==> src/hdl/serial_lan_irq_defines.svh <==
// Address map, field positions, reset values and timing counts for the
// serial and LAN interrupt support block.
// Included by its bare name; holds definitions only.
`ifndef SERIAL_LAN_IRQ_DEFINES_SVH
`define SERIAL_LAN_IRQ_DEFINES_SVH

// Byte addresses of the registers on the local bus
`define ADDR_MODEM_VECTOR 32'hFFF42023
`define ADDR_TRANSMIT_VECTOR 32'hFFF42025
`define ADDR_RECEIVE_VECTOR 32'hFFF42027
`define ADDR_LAN_ERR 32'hFFF42028
`define ADDR_LAN_CTL 32'hFFF4202A
`define ADDR_LAN_BERR 32'hFFF4202B

// Codes driven on the acknowledge address lines
`define ACK_CODE_MODEM 8'h01
`define ACK_CODE_TRANSMIT 8'h02
`define ACK_CODE_RECEIVE 8'h03
`define ACK_CODE_IDLE 8'h00

// LAN DMA error status byte
`define ERR_CLEAR_BIT 0
`define ERR_LTO_BIT 1
`define ERR_VME_BIT 2
`define ERR_PAR_BIT 3
`define ERR_RESET 3'h0

// LAN interrupt control and bus error control bytes
`define CTL_POLARITY_BIT 7
`define CTL_EDGE_BIT 6
`define CTL_STATUS_BIT 5
`define CTL_ENABLE_BIT 4
`define CTL_CLEAR_BIT 3
`define BERR_SNOOP_MSB 7
`define BERR_SNOOP_LSB 6
`define LEVEL_MSB 2
`define CTL_WRITE_MASK 8'hD7
`define CTL_RESET 8'h00
`define BERR_RESET 8'h00

// Local bus timeout for a vector fetch
`define CLK_PERIOD_NS 40
`define LB_TIMEOUT_NS 10240
`define LB_TIMEOUT_CYCLES ((`LB_TIMEOUT_NS) / (`CLK_PERIOD_NS))

`endif

==> src/hdl/serial_lan_irq_pkg.sv <==
// Types shared by the serial and LAN interrupt support block.
// Assumes nothing of its surroundings.
`default_nettype none

package serial_lan_irq_pkg;

    typedef enum logic [1:0]
    {
        ST_IDLE = 2'b00,
        ST_FETCH = 2'b01,
        ST_RELEASE = 2'b10
    } bus_state_t;

    typedef logic [7:0] byte_t;

endpackage : serial_lan_irq_pkg

`default_nettype wire

==> src/hdl/pin_sync3.sv <==
// Three-stage synchroniser for inputs arriving from pins.
// The output changes only once the second and third stages agree.
`default_nettype none

module pin_sync3
#(
    parameter int WIDTH = 1
)
(
    // Clock and reset
    input wire logic CLK,
    input wire logic SYS_RST,
    // Pin side and filtered result
    input wire logic [WIDTH-1:0] PIN,
    output logic [WIDTH-1:0] Q
);

    logic [WIDTH-1:0] stage1;
    logic [WIDTH-1:0] stage2;
    logic [WIDTH-1:0] stage3;

    // Stage one feeds only stage two, so metastability stays contained
    always_ff @(posedge CLK)
    begin
        if (SYS_RST)
        begin
            stage1 <= '0;
            stage2 <= '0;
            stage3 <= '0;
            Q <= '0;
        end
        else
        begin
            stage1 <= PIN;
            stage2 <= stage1;
            stage3 <= stage2;
            if (stage2 == stage3)
                Q <= stage3;
        end
    end

endmodule : pin_sync3

`default_nettype wire

==> src/hdl/irq_request.sv <==
// Turns an interrupt condition and its programmed level into a request level.
// Level zero never requests; the output is registered.
`default_nettype none

module irq_request
(
    // Clock and reset
    input wire logic CLK,
    input wire logic SYS_RST,
    // Condition and programmed level
    input wire logic ACTIVE,
    input wire logic [2:0] LEVEL,
    output logic [2:0] REQ_LEVEL
);

    logic [2:0] next_req_level;

    assign next_req_level = ACTIVE ? LEVEL : 3'h0;

    always_ff @(posedge CLK)
    begin
        if (SYS_RST)
            REQ_LEVEL <= 3'h0;
        else
            REQ_LEVEL <= next_req_level;
    end

endmodule : irq_request

`default_nettype wire

==> src/hdl/serial_lan_irq_support.sv <==
// Serial pseudo vector fetch registers and LAN error and interrupt registers.
// Assumes one local-bus cycle at a time, opened by a one-cycle LB_SEL strobe,
// and a serial controller that holds SER_VECTOR stable while SER_ACK_DONE is high.
// Operation
// - Reading a vector register starts an acknowledge cycle with code 01, 02 or 03.
// - The returned vector goes onto the read data in the same cycle that transfer_ack is raised.
// - The fetch is a plain read locally and an acknowledge cycle serially.
// - With no interrupt and the timer enabled, the fetch ends with transfer_error_ack.
// - Each vector register holds the vector of its most recent fetch.
// - Writing one to the clear bit zeroes the three error flags; it reads zero.
// - A LAN DMA error sets exactly the flag of its cause, clearing the rest.
// - A LAN DMA error of unknown cause clears all three flags.
// - The request level field picks the LAN interrupt level; zero requests nothing.
// - In edge mode the clear bit drops the LAN status; it always reads zero.
// - The enable bit lets the LAN interrupt through when set.
// - When enabled, LAN status follows the qualified pin in level mode or latches its rise in edge mode; it requests at the programmed level.
// - The edge select bit chooses edge or level sensitivity.
// - Polarity zero triggers on rise or high, one on fall or low.
// - During LAN DMA the snoop pins follow the snoop bits.
// - Writing one to the bus error clear bit drops its status; it reads zero.
`default_nettype none
`include "serial_lan_irq_defines.svh"

module serial_lan_irq_support
    import serial_lan_irq_pkg::*;
#(
    parameter int TIMEOUT_CYCLES = `LB_TIMEOUT_CYCLES
)
(
    // Clock and reset
    input wire logic CLK,
    input wire logic SYS_RST,
    // Local bus register access
    input wire logic LB_SEL,
    input wire logic LB_WRITE,
    input wire logic [31:0] LB_ADDR,
    input wire logic [7:0] LB_WDATA,
    input wire logic LB_TIMER_EN,
    output logic [7:0] LB_RDATA,
    output logic LB_TA,
    output logic LB_TEA,
    // Serial controller acknowledge cycle
    output logic SER_IACK_REQ,
    output logic [7:0] SER_ACK_ADDR,
    input wire logic SER_ACK_DONE,
    input wire logic [7:0] SER_VECTOR,
    // LAN controller
    input wire logic LAN_INT_PIN,
    input wire logic LAN_DMA_ACTIVE,
    input wire logic LAN_DMA_TEA,
    input wire logic LAN_ERR_TIMEOUT,
    input wire logic LAN_ERR_VME,
    input wire logic LAN_ERR_PARITY,
    output logic [1:0] LAN_SNOOP,
    // Interrupt requests to the processor
    output logic [2:0] LAN_IRQ_LEVEL,
    output logic [2:0] LAN_BERR_IRQ_LEVEL
);

    bus_state_t state;
    bus_state_t next_state;
    logic [15:0] timer;
    logic [1:0] fetch_idx;
    byte_t vectors [0:2];
    logic [2:0] err_flags;
    logic [2:0] next_err_flags;
    byte_t lan_ctl;
    byte_t berr_ctl;
    logic lan_status;
    logic next_lan_status;
    logic berr_status;
    logic next_berr_status;
    logic qual_prev;
    logic lan_pin_sync;
    logic ack_done_sync;
    byte_t read_value;

    // Pin synchronisers
    pin_sync3 #(.WIDTH(1)) u_lan_int_sync
    (
        .CLK(CLK),
        .SYS_RST(SYS_RST),
        .PIN(LAN_INT_PIN),
        .Q(lan_pin_sync)
    );

    pin_sync3 #(.WIDTH(1)) u_ack_done_sync
    (
        .CLK(CLK),
        .SYS_RST(SYS_RST),
        .PIN(SER_ACK_DONE),
        .Q(ack_done_sync)
    );

    // Address decode
    wire hit_modem = LB_ADDR == `ADDR_MODEM_VECTOR;
    wire hit_transmit = LB_ADDR == `ADDR_TRANSMIT_VECTOR;
    wire hit_receive = LB_ADDR == `ADDR_RECEIVE_VECTOR;
    wire hit_vector = hit_modem | hit_transmit | hit_receive;
    wire hit_err = LB_ADDR == `ADDR_LAN_ERR;
    wire hit_ctl = LB_ADDR == `ADDR_LAN_CTL;
    wire hit_berr = LB_ADDR == `ADDR_LAN_BERR;
    wire idle = state == ST_IDLE;
    wire take = LB_SEL & idle;
    wire fetch_start = take & ~LB_WRITE & hit_vector;
    wire plain_access = take & ~fetch_start;
    wire wr_err = take & LB_WRITE & hit_err;
    wire wr_ctl = take & LB_WRITE & hit_ctl;
    wire wr_berr = take & LB_WRITE & hit_berr;
    wire [1:0] start_idx = hit_modem ? 2'h0 : (hit_transmit ? 2'h1 : 2'h2);
    wire fetch_done = (state == ST_FETCH) & ack_done_sync;
    wire timer_end = timer == 16'(TIMEOUT_CYCLES - 1);
    wire fetch_timeout = (state == ST_FETCH) & ~ack_done_sync & LB_TIMER_EN & timer_end;

    // acknowledge code per vector type; relies on matching codes
    assign SER_ACK_ADDR = (state == ST_FETCH) ?
        ((fetch_idx == 2'h0) ? `ACK_CODE_MODEM :
        ((fetch_idx == 2'h1) ? `ACK_CODE_TRANSMIT : `ACK_CODE_RECEIVE)) : `ACK_CODE_IDLE;
    // acknowledge cycle runs while the local read waits
    assign SER_IACK_REQ = state == ST_FETCH;

    // Cycle sequencing
    always_comb
    begin
        next_state = state;
        case (state)
            ST_IDLE:
                if (fetch_start)
                    next_state = ST_FETCH;
            ST_FETCH:
                if (fetch_done | fetch_timeout)
                    next_state = ST_RELEASE;
            ST_RELEASE:
                // Wait for the serial side to drop its done before the next cycle
                if (~ack_done_sync)
                    next_state = ST_IDLE;
            default:
                next_state = ST_IDLE;
        endcase
    end

    always_ff @(posedge CLK)
    begin
        if (SYS_RST)
        begin
            state <= ST_IDLE;
            timer <= 16'h0000;
            fetch_idx <= 2'h0;
        end
        else
        begin
            state <= next_state;
            timer <= (state == ST_FETCH) ? timer + 16'h0001 : 16'h0000;
            if (fetch_start)
                fetch_idx <= start_idx;
        end
    end

    // vector store, no reset since its content is undefined until a fetch
    always_ff @(posedge CLK)
    begin
        if (fetch_done)
            vectors[fetch_idx] <= SER_VECTOR;
    end

    // Register readback; clear bits read zero
    assign read_value = hit_err ? {4'h0, err_flags, 1'b0} :
        hit_ctl ? ((lan_ctl & `CTL_WRITE_MASK) | {2'h0, lan_status, 5'h00}) :
        hit_berr ? ((berr_ctl & `CTL_WRITE_MASK) | {2'h0, berr_status, 5'h00}) : 8'h00;

    // vector is placed on the data lines with transfer_ack
    always_ff @(posedge CLK)
    begin
        if (SYS_RST)
        begin
            LB_RDATA <= 8'h00;
            LB_TA <= 1'b0;
            LB_TEA <= 1'b0;
        end
        else
        begin
            LB_TA <= plain_access | fetch_done;
            // fetch with no answer and the timer enabled ends in an error acknowledge
            LB_TEA <= fetch_timeout;
            if (fetch_done)
                LB_RDATA <= SER_VECTOR;
            else if (plain_access)
                LB_RDATA <= LB_WRITE ? 8'h00 : read_value;
        end
    end

    // the cause of a DMA error is recorded exclusively, lto first
    // unknown cause leaves no flag set
    // clear bit, loses to a DMA error in the same cycle
    always_comb
    begin
        next_err_flags = err_flags;
        if (LAN_DMA_TEA)
        begin
            if (LAN_ERR_TIMEOUT)
                next_err_flags = 3'b001;
            else if (LAN_ERR_VME)
                next_err_flags = 3'b010;
            else if (LAN_ERR_PARITY)
                next_err_flags = 3'b100;
            else
                next_err_flags = 3'b000;
        end
        else if (wr_err & LB_WDATA[`ERR_CLEAR_BIT])
            next_err_flags = 3'b000;
    end

    // polarity turns the pin into an active-high condition
    wire lan_qualified = lan_pin_sync ^ lan_ctl[`CTL_POLARITY_BIT];
    wire lan_rise = lan_qualified & ~qual_prev;
    wire edge_mode = lan_ctl[`CTL_EDGE_BIT];
    // enable bit qualifies the LAN interrupt
    wire lan_enable = lan_ctl[`CTL_ENABLE_BIT];
    // clear acts only with edge mode set in the same write
    wire lan_clear = wr_ctl & LB_WDATA[`CTL_CLEAR_BIT] & LB_WDATA[`CTL_EDGE_BIT];
    wire berr_clear = wr_berr & LB_WDATA[`CTL_CLEAR_BIT];

    // edge latches with set winning over clear, level tracks the pin
    always_comb
    begin
        if (edge_mode)
            next_lan_status = (lan_rise & lan_enable) | (lan_status & ~lan_clear);
        else
            next_lan_status = lan_qualified & lan_enable;
    end

    // bus error status, set wins over clear
    assign next_berr_status = LAN_DMA_TEA | (berr_status & ~berr_clear);

    always_ff @(posedge CLK)
    begin
        if (SYS_RST)
        begin
            err_flags <= `ERR_RESET;
            lan_ctl <= `CTL_RESET;
            berr_ctl <= `BERR_RESET;
            lan_status <= 1'b0;
            berr_status <= 1'b0;
            qual_prev <= 1'b0;
        end
        else
        begin
            err_flags <= next_err_flags;
            if (wr_ctl)
                lan_ctl <= LB_WDATA & `CTL_WRITE_MASK;
            if (wr_berr)
                berr_ctl <= LB_WDATA & `CTL_WRITE_MASK;
            lan_status <= next_lan_status;
            berr_status <= next_berr_status;
            qual_prev <= lan_qualified;
        end
    end

    // snoop pins follow the snoop bits during LAN DMA
    always_ff @(posedge CLK)
    begin
        if (SYS_RST)
            LAN_SNOOP <= 2'h0;
        else
            LAN_SNOOP <= LAN_DMA_ACTIVE ? berr_ctl[`BERR_SNOOP_MSB:`BERR_SNOOP_LSB] : 2'h0;
    end

    // request at the programmed level, zero gives none
    // status qualified by enable drives the request
    irq_request u_lan_irq
    (
        .CLK(CLK),
        .SYS_RST(SYS_RST),
        .ACTIVE(lan_status & lan_enable),
        .LEVEL(lan_ctl[`LEVEL_MSB:0]),
        .REQ_LEVEL(LAN_IRQ_LEVEL)
    );

    irq_request u_berr_irq
    (
        .CLK(CLK),
        .SYS_RST(SYS_RST),
        .ACTIVE(berr_status & berr_ctl[`CTL_ENABLE_BIT]),
        .LEVEL(berr_ctl[`LEVEL_MSB:0]),
        .REQ_LEVEL(LAN_BERR_IRQ_LEVEL)
    );
endmodule : serial_lan_irq_support

`default_nettype wire

==> config.mk <==
export PLATFORM = sky130hd
export DESIGN_NAME = serial_lan_irq_support
export DESIGN_NICKNAME = d
export VERILOG_FILES = /design/src/hdl/serial_lan_irq_pkg.sv /design/src/hdl/pin_sync3.sv /design/src/hdl/irq_request.sv /design/src/hdl/serial_lan_irq_support.sv
export VERILOG_INCLUDE_DIRS = /design/src /design/src/hdl
export SDC_FILE = /design/constraint.sdc
export NUM_CORES = 1
export LEC_CHECK = 0
export BUFFER_PORTS_ARGS = -buffer_cell sky130_fd_sc_hd__buf_2
export CORE_ASPECT_RATIO = 0.9
export CORE_MARGIN = 8
export CORE_UTILIZATION = 30
export CTS_BUF_LIST = sky130_fd_sc_hd__clkbuf_4
export CTS_CLUSTER_SIZE = 10
export DETAILED_ROUTE_END_ITERATION = 16
export PLACE_DENSITY_LB_ADDON = 0.12
export SLEW_MARGIN = 0
export SYNTH_ARGS = -nofsm -noshare
export SYNTH_HDL_FRONTEND = slang
export SYNTH_SLANG_ARGS = --single-unit
==> constraint.sdc <==
create_clock -name CLK -period 4 [get_ports CLK]
set_clock_uncertainty 0.05 [all_clocks]
set_input_delay 0.8 -clock CLK [delete_from_list [all_inputs] [get_ports CLK]]
set_output_delay 0.8 -clock CLK [all_outputs]
set_load 0.005 [all_outputs]
==> results of run 1 <==
-- stage by stage --
stage,std cells,cell area [µm²],hold slack (ns),util
finish,532,3566,0.3972,0.3742
floorplan,330,2915,0.3638,-
detailed placement,516,3403,0.3821,0.3571
global placement,516,3403,0.3725,0.3571
global route,532,3566,0.4068,0.3742
CTS,532,3566,0.3966,0.3742
-- sequential cells by signal, summed over array words and instances (netlist names), 2 cells and up --
name and flops:
LAN_SNOOP 2, LB_RDATA 8, berr_ctl 6, err_flags 3, fetch_idx 2, lan_ctl 6
state 2, timer 16, u_berr_irq.REQ_LEVEL 3, u_lan_irq.REQ_LEVEL 3
-- cells in the mapped netlist (all sizes together), types with 2 or more instances --
master   instances
a211o            2
a21oi           16
a221o            6
a22oi            2
and2             6
and3            10
and4             3
buf              8
clkbuf          16
dfxtp           64
inv              5
mux2             7
mux2i            3
nand2           25
nand2b           4
nand3            5
nand3b           2
nand4           24
nor2            26
nor2b           16
nor3             5
nor4            12
o21ai            6
o2bb2ai          2
o31ai           12
or3              3
or4              5
or4b             3
xnor2            5
xor2             7
-- power groups by stage --
stage | logic (W) | registers [W] | clock network (W)
3_5_place_dp | 0.0000712 | 0.000659 | 0
6_report | 0.0000708 | 0.000644 | 0.000513
4_1_cts | 0.0000712 | 0.000644 | 0.000530
5_1_grt | 0.0000798 | 0.000645 | 0.000558
3_3_place_gp | 0.0000705 | 0.000659 | 0
2_1_floorplan | 0.0000338 | 0.000658 | 0
-- cell usage in the layout, fill, tap and decap left out, drive strengths merged, types with 7 or more instances in the layout --
master | netlist | routed
and3 | 10 | 10
clkbuf | 16 | 11
buf | 8 | 84
nand4 | 24 | 24
xor2 | 7 | 7
nor2b | 16 | 16
a21oi | 16 | 16
nor4 | 12 | 12
o31ai | 12 | 12
dfxtp | 64 | 64
mux2 | 7 | 7
nor2 | 26 | 26
nand2 | 25 | 25
-- cells by family after synthesis --
| group | Yosys count | share of synthesized area |
|---|---|---|
| compound gates | 53 | 0.1279 |
| xor+xnor | 12 | 0.03628 |
| fa+ha+maj | 1 | 0.004319 |
| buf+inv | 29 | 0.04621 |
| flops | 64 | 0.4423 |
| mux | 10 | 0.03758 |
| other cells | 1 | 0.001295 |
| simple gates | 155 | 0.3041 |
-- critical path, cell delays in order --
cell and delay, ns:
buf_2 0.09, or4b_4 0.55, or4_1 0.52, buf_4 0.21
or4_1 0.50, a41o_1 0.24
-- layer usage --
| layer | vias up | track usage | wire (µm) |
|---|---|---|---|
| li1 | 1343 | - | - |
| met1 | 1223 | 0.1655 | 3919 |
| met2 | 86 | 0.1913 | 3591 |
| met3 | 5 | 0.05952 | 672 |
| met4 | 0 | 0.04185 | 66 |
| met5 | - | 0 | 0 |
-- layout make-up --
type / instances / share of cell area
inverter: 5 / 0.005263
sequential: 64 / 0.3593
timing repair buffer: 84 / 0.1214
multi-input combinational: 237 / 0.4242
clock buffer: 11 / 0.02316
clock inverter: 5 / 0.02246
tap: 126 / 0.04421
-- how the worst max path moves through the flow --
stage              endpoint  slack (ns)  depth (start not counted)
3_5_place_dp     lan_status        0.92                          6
4_1_cts          lan_status        1.38                          6
5_1_grt        err_flags[1]        1.31                          6
2_1_floorplan    lan_status        1.12                          5
3_3_place_gp     lan_status        0.91                          6
6_report         lan_status        1.34                          6
==> results.md, run 1 <==
* Outcome: finished, final reports clean
* Worst Min Path Start: u_lan_int_sync.stage1
* Filler cells at 1029
* R2R Path End: lan_status
* Vias in the first global route at 2718
* Maxcap violations at 0
* CTS tree: built
* Synthesized area per cell at 8.912 µm²
* RD Place Congestion at 0.7917
* PostCTS Resize Cnt at 0
* CP Max Fanout at 15
* Synth Warn # at 0
* Reg-to-reg slack, setup at 1.56 ns
* Sequential share of the synthesized area at 0.4423
* Max Clock Freq at 376.6 MHz
* First-pass GRT wire length at 13540 µm
* Number of flops mapped to enable cells by yosys at 0
* Total length of routed wires at 8249 µm
* Setup TNS at 0 ns
* Worst-skew pair later-pin latency at 0.41 ns
* Max_slew headroom at 0.6461
* Global-route usage over all layers at 0.1299
* Reg area at 0.001281 mm²
* HP Class: reg2reg
* Hold Path End: u_lan_int_sync.stage2
* WS Path Type: in2reg
* Cell internal pwr at 0.0009429 W
* Multi-input logic area at 0.001513 mm²
* Die height at 109.2 µm
* Clk pwr share at 0.418
* Netlist cell types at 52
* Ranking of synthesized cells by area: dfxtp_1 44%, nand4_1 5.2%, nor2b_1 3.5%, nor2_1 3.4%, nand2_1 3.2%
* Max clock buf depth at 2
* Root Buffer: clkbuf_4
* Arr. time, crit path at 2.93 ns
* Switching power at 0.0002855 W
* RR Startpoint: state[0]
* Post-synthesis cell area at 0.002897 mm²
* Via-per-instance ratio at 4.994
* Combinational group share of total power at 0.058
* Post-synth top area share at 0.4423
* Final Hold Viols at 0
* Initial Util at 0.3040
* Gate Count Post-Synth at 325
* Ys async rst share at 0
* Reg power frac at 0.525
* I/O Buffers at 79
* ANT cells at 0
* Peak supply drop at 176.3 µV
* Post-CTS Setup Bufs at 0
* DIE WIDTH at 119.6 µm
* Routed WL per cell at 15.51 µm
* Worst path required time at 4.27 ns
* Yosys reg bits at 64
* Antenna violations before repair at 0
* RSZ-0062 raised after global routing: no
* Hold buffers post-CTS at 0
* Startpoint types: primary input
* Detail Route Antenna Nets at 0
* Fin. max-slew vios at 0
* Reg clk slew, reported paths at 0.12 ns
* Routed vias at 2657
* Hold path cells at 1
* Worst setup margin at 1.345 ns
* Synth Flop Type: dfxtp_1
* Final net count at 462
* Crit path launch: LB_ADDR[9]
* Crit path capture type: flip-flop
* Pwr Total at 0.001228 W
* Clock Sinks at 64
* Rows at 34
* DPL Wire Length at 6249 µm
* R2R cell count at 5
* Setup violators final at 0
* Sw frac at 0.2324
* Period Utilization, post-route at 0.6638
* DRC at 0
* Min Clock Period, post-route at 2.655 ns
* Post-Place Worst Slack at 0.9151 ns
* Ratio of cells with drive above 1 in the final layout at 0.2783
* Core area at 0.009529 mm²
* First-pass detailed-route iteration total at 4
* Leak at 1.438 nW
* Leading area contributor after synthesis: dfxtp_1
* P per Cell Area at 344.5 mW/mm²
* Area delta synth->final at 23.11%
* Total CTS buffers at 9
* Worst slew pin tran at 0.5296 ns
* Largest net degree at the start of global routing at 27
* Starting DRT DRC Count at 194
* # IOs at 87
* Global route overflow at 0
* H-Tree Level Count at 3
* Die area at 0.01306 mm²
(Power assumes the default switching activity.)
==> inputs of run 2 (changes only) <==
clock period = 2.45 ns   (was 4 ns; I/O delays follow)
==> run 2 against run 1 <==
Against the previous run:
- clock power grew 58%
- sequential power grew 63%
- non-clock buffer count increased by 11
- critical path depth fell by 1
- final area rose by 2.9%
- largest power group unchanged
==> results.md, run 2 (same netlist as run 1, synthesis figures left out) <==
* Outcome: finished, final reports clean
* Post-Place Worst Slack at -0.1225 ns
* RSZ-0062 raised after global routing: no
* Worst-skew pair later-pin latency at 0.40 ns
* DIE WIDTH at 119.6 µm
* Clock Sinks at 64
* Hold Slack at 0.2597 ns
* Die height at 109.2 µm
* Min Clock Period, post-route at 2.309 ns
* P per Cell Area at 541.5 mW/mm²
* First-pass detailed-route iteration total at 4
* Startpoint types: flip-flop
* GR Util met3 at 0.03986
* Met1 capacity usage during global routing at 0.1824
* Die area at 0.01306 mm²
* Root Buffer: clkbuf_4
* Core area at 0.009529 mm²
* DRC at 0
* GR met2 Demand/Resource at 0.1877
* Design area at 0.003670 mm²
* Via-per-instance ratio at 4.967
* Rows at 34
* Biggest regs: timer x16, LB_RDATA x8
* Most frequent cells in the layout: 79 x buf_2, 64 x dfxtp_1, 26 x nor2_1
* Global-route usage over all layers at 0.1309
* Final net count at 473
* Post-CTS Setup Bufs at 0
* First-pass GRT wire length at 13790 µm
* Ratio of cells with drive above 1 in the final layout at 0.2950
* RD Place Congestion at 0.7561
* Hold buffers post-CTS at 0
* PostCTS Resize Cnt at 0
* Leak at 1.491 nW
* Max clock buf depth at 2
* I/O Buffers at 79
* Crit path capture type: flip-flop
* DP Area at 0.003511 mm²
* Finished Core Util at 0.3851
* DPL Wire Length at 6367 µm
* Most crowded layer after global routing: met2
* Reg clk slew, reported paths at 0.11 ns
* WS Path Type: reg2reg
* Total length of routed wires at 8527 µm
* Filler cells at 1028
* Most common cell after layout, fill and taps aside: buf_2
* Fin. max-slew vios at 0
* Total CTS buffers at 9
* Worst path required time at 2.75 ns
* Worst setup margin at 0.1407 ns
* Peak supply drop at 182.8 µV
* HP Class: in2reg
* CP Max Fanout at 7
* Period Utilization, post-route at 0.9426
* Global route overflow at 0
* Setup violators final at 0
* ANT cells at 0
* Max reg flops at 16
* Routed vias at 2697
* Largest net degree at the start of global routing at 40
* Starting DRT DRC Count at 176
* Max Clock Freq at 433.0 MHz
* Vias in the first global route at 2797
* Antenna violations before repair at 0
* Final Hold Viols at 0
* Biggest register: timer
* # IOs at 87
* Arr. time, crit path at 2.61 ns
* Routed WL per cell at 15.70 µm
* Maxcap violations at 0
* Initial Util at 0.3040
* CTS tree: built
* Area delta synth->final at 26.70%
* Cells after DPL at 527
* H-Tree Level Count at 3
* Detail Route Antenna Nets at 0
* Final Instance Count excl. Fillers at 543
run 2: changes by cell type in the layout (fill, tap and decap cells not counted), sizes merged:
cell    before  now
buf         84   95
clkbuf      11   10
clkinv       1    3
inv          6    5
run 2: critical path: stages, from the launching register on:
cell and delay (ns):
dfxtp_1 0.36, or3b_2 0.49, buf_4 0.15, or4bb_1 0.65, nor4_1 0.37, a221o_1 0.17
run 2: layer usage:
layer	share of wire	vias to the layer above	routed length (µm)
li1	-	1360	-
met1	0.51	1238	4326
met2	0.41	91	3535
met3	0.066	8	564
met4	0.012	0	101
met5	0	-	0
run 2: area by class of cell:
type	count	area, µm²	share of cell area
Multi-Input combinational cell	237	1513	0.4122
Tap cell	126	157.7	0.04296
Clock inverter	6	83.83	0.02284
Sequential cell	64	1281	0.3491
Timing Repair Buffer	95	540.5	0.1473
Clock buffer	10	75.07	0.02046
Inverter	5	18.77	0.005114
run 2: final timing paths:
path / from / to / slack, ns / cells after the start
worst max-delay path: state[0] / LB_RDATA[4] / 0.14 / 5
worst min register to register: u_lan_int_sync.stage1 / u_lan_int_sync.stage2 / 0.40 / 1
worst max register to register: state[0] / LB_RDATA[4] / 0.14 / 5
worst min-delay path: SER_VECTOR[1] / LB_RDATA[1] / 0.26 / 2
run 2: stage by stage:
stage	TNS [ns]	power, W
CTS	0	0.002009
global route	0	0.002073
finish	0	0.001987
global placement	-0.9309	0.001199
detailed placement	-1.047	0.001200
floorplan	0	0.001130
run 2: power breakdown:
part	internal [W]	leakage [nW]	switching (W)	total, W
Combinational	0.0000581	0.892	0.0000647	0.000123
Clock	0.000421	0.0817	0.000391	0.000812
Sequential	0.00105	0.517	0.00000411	0.00105
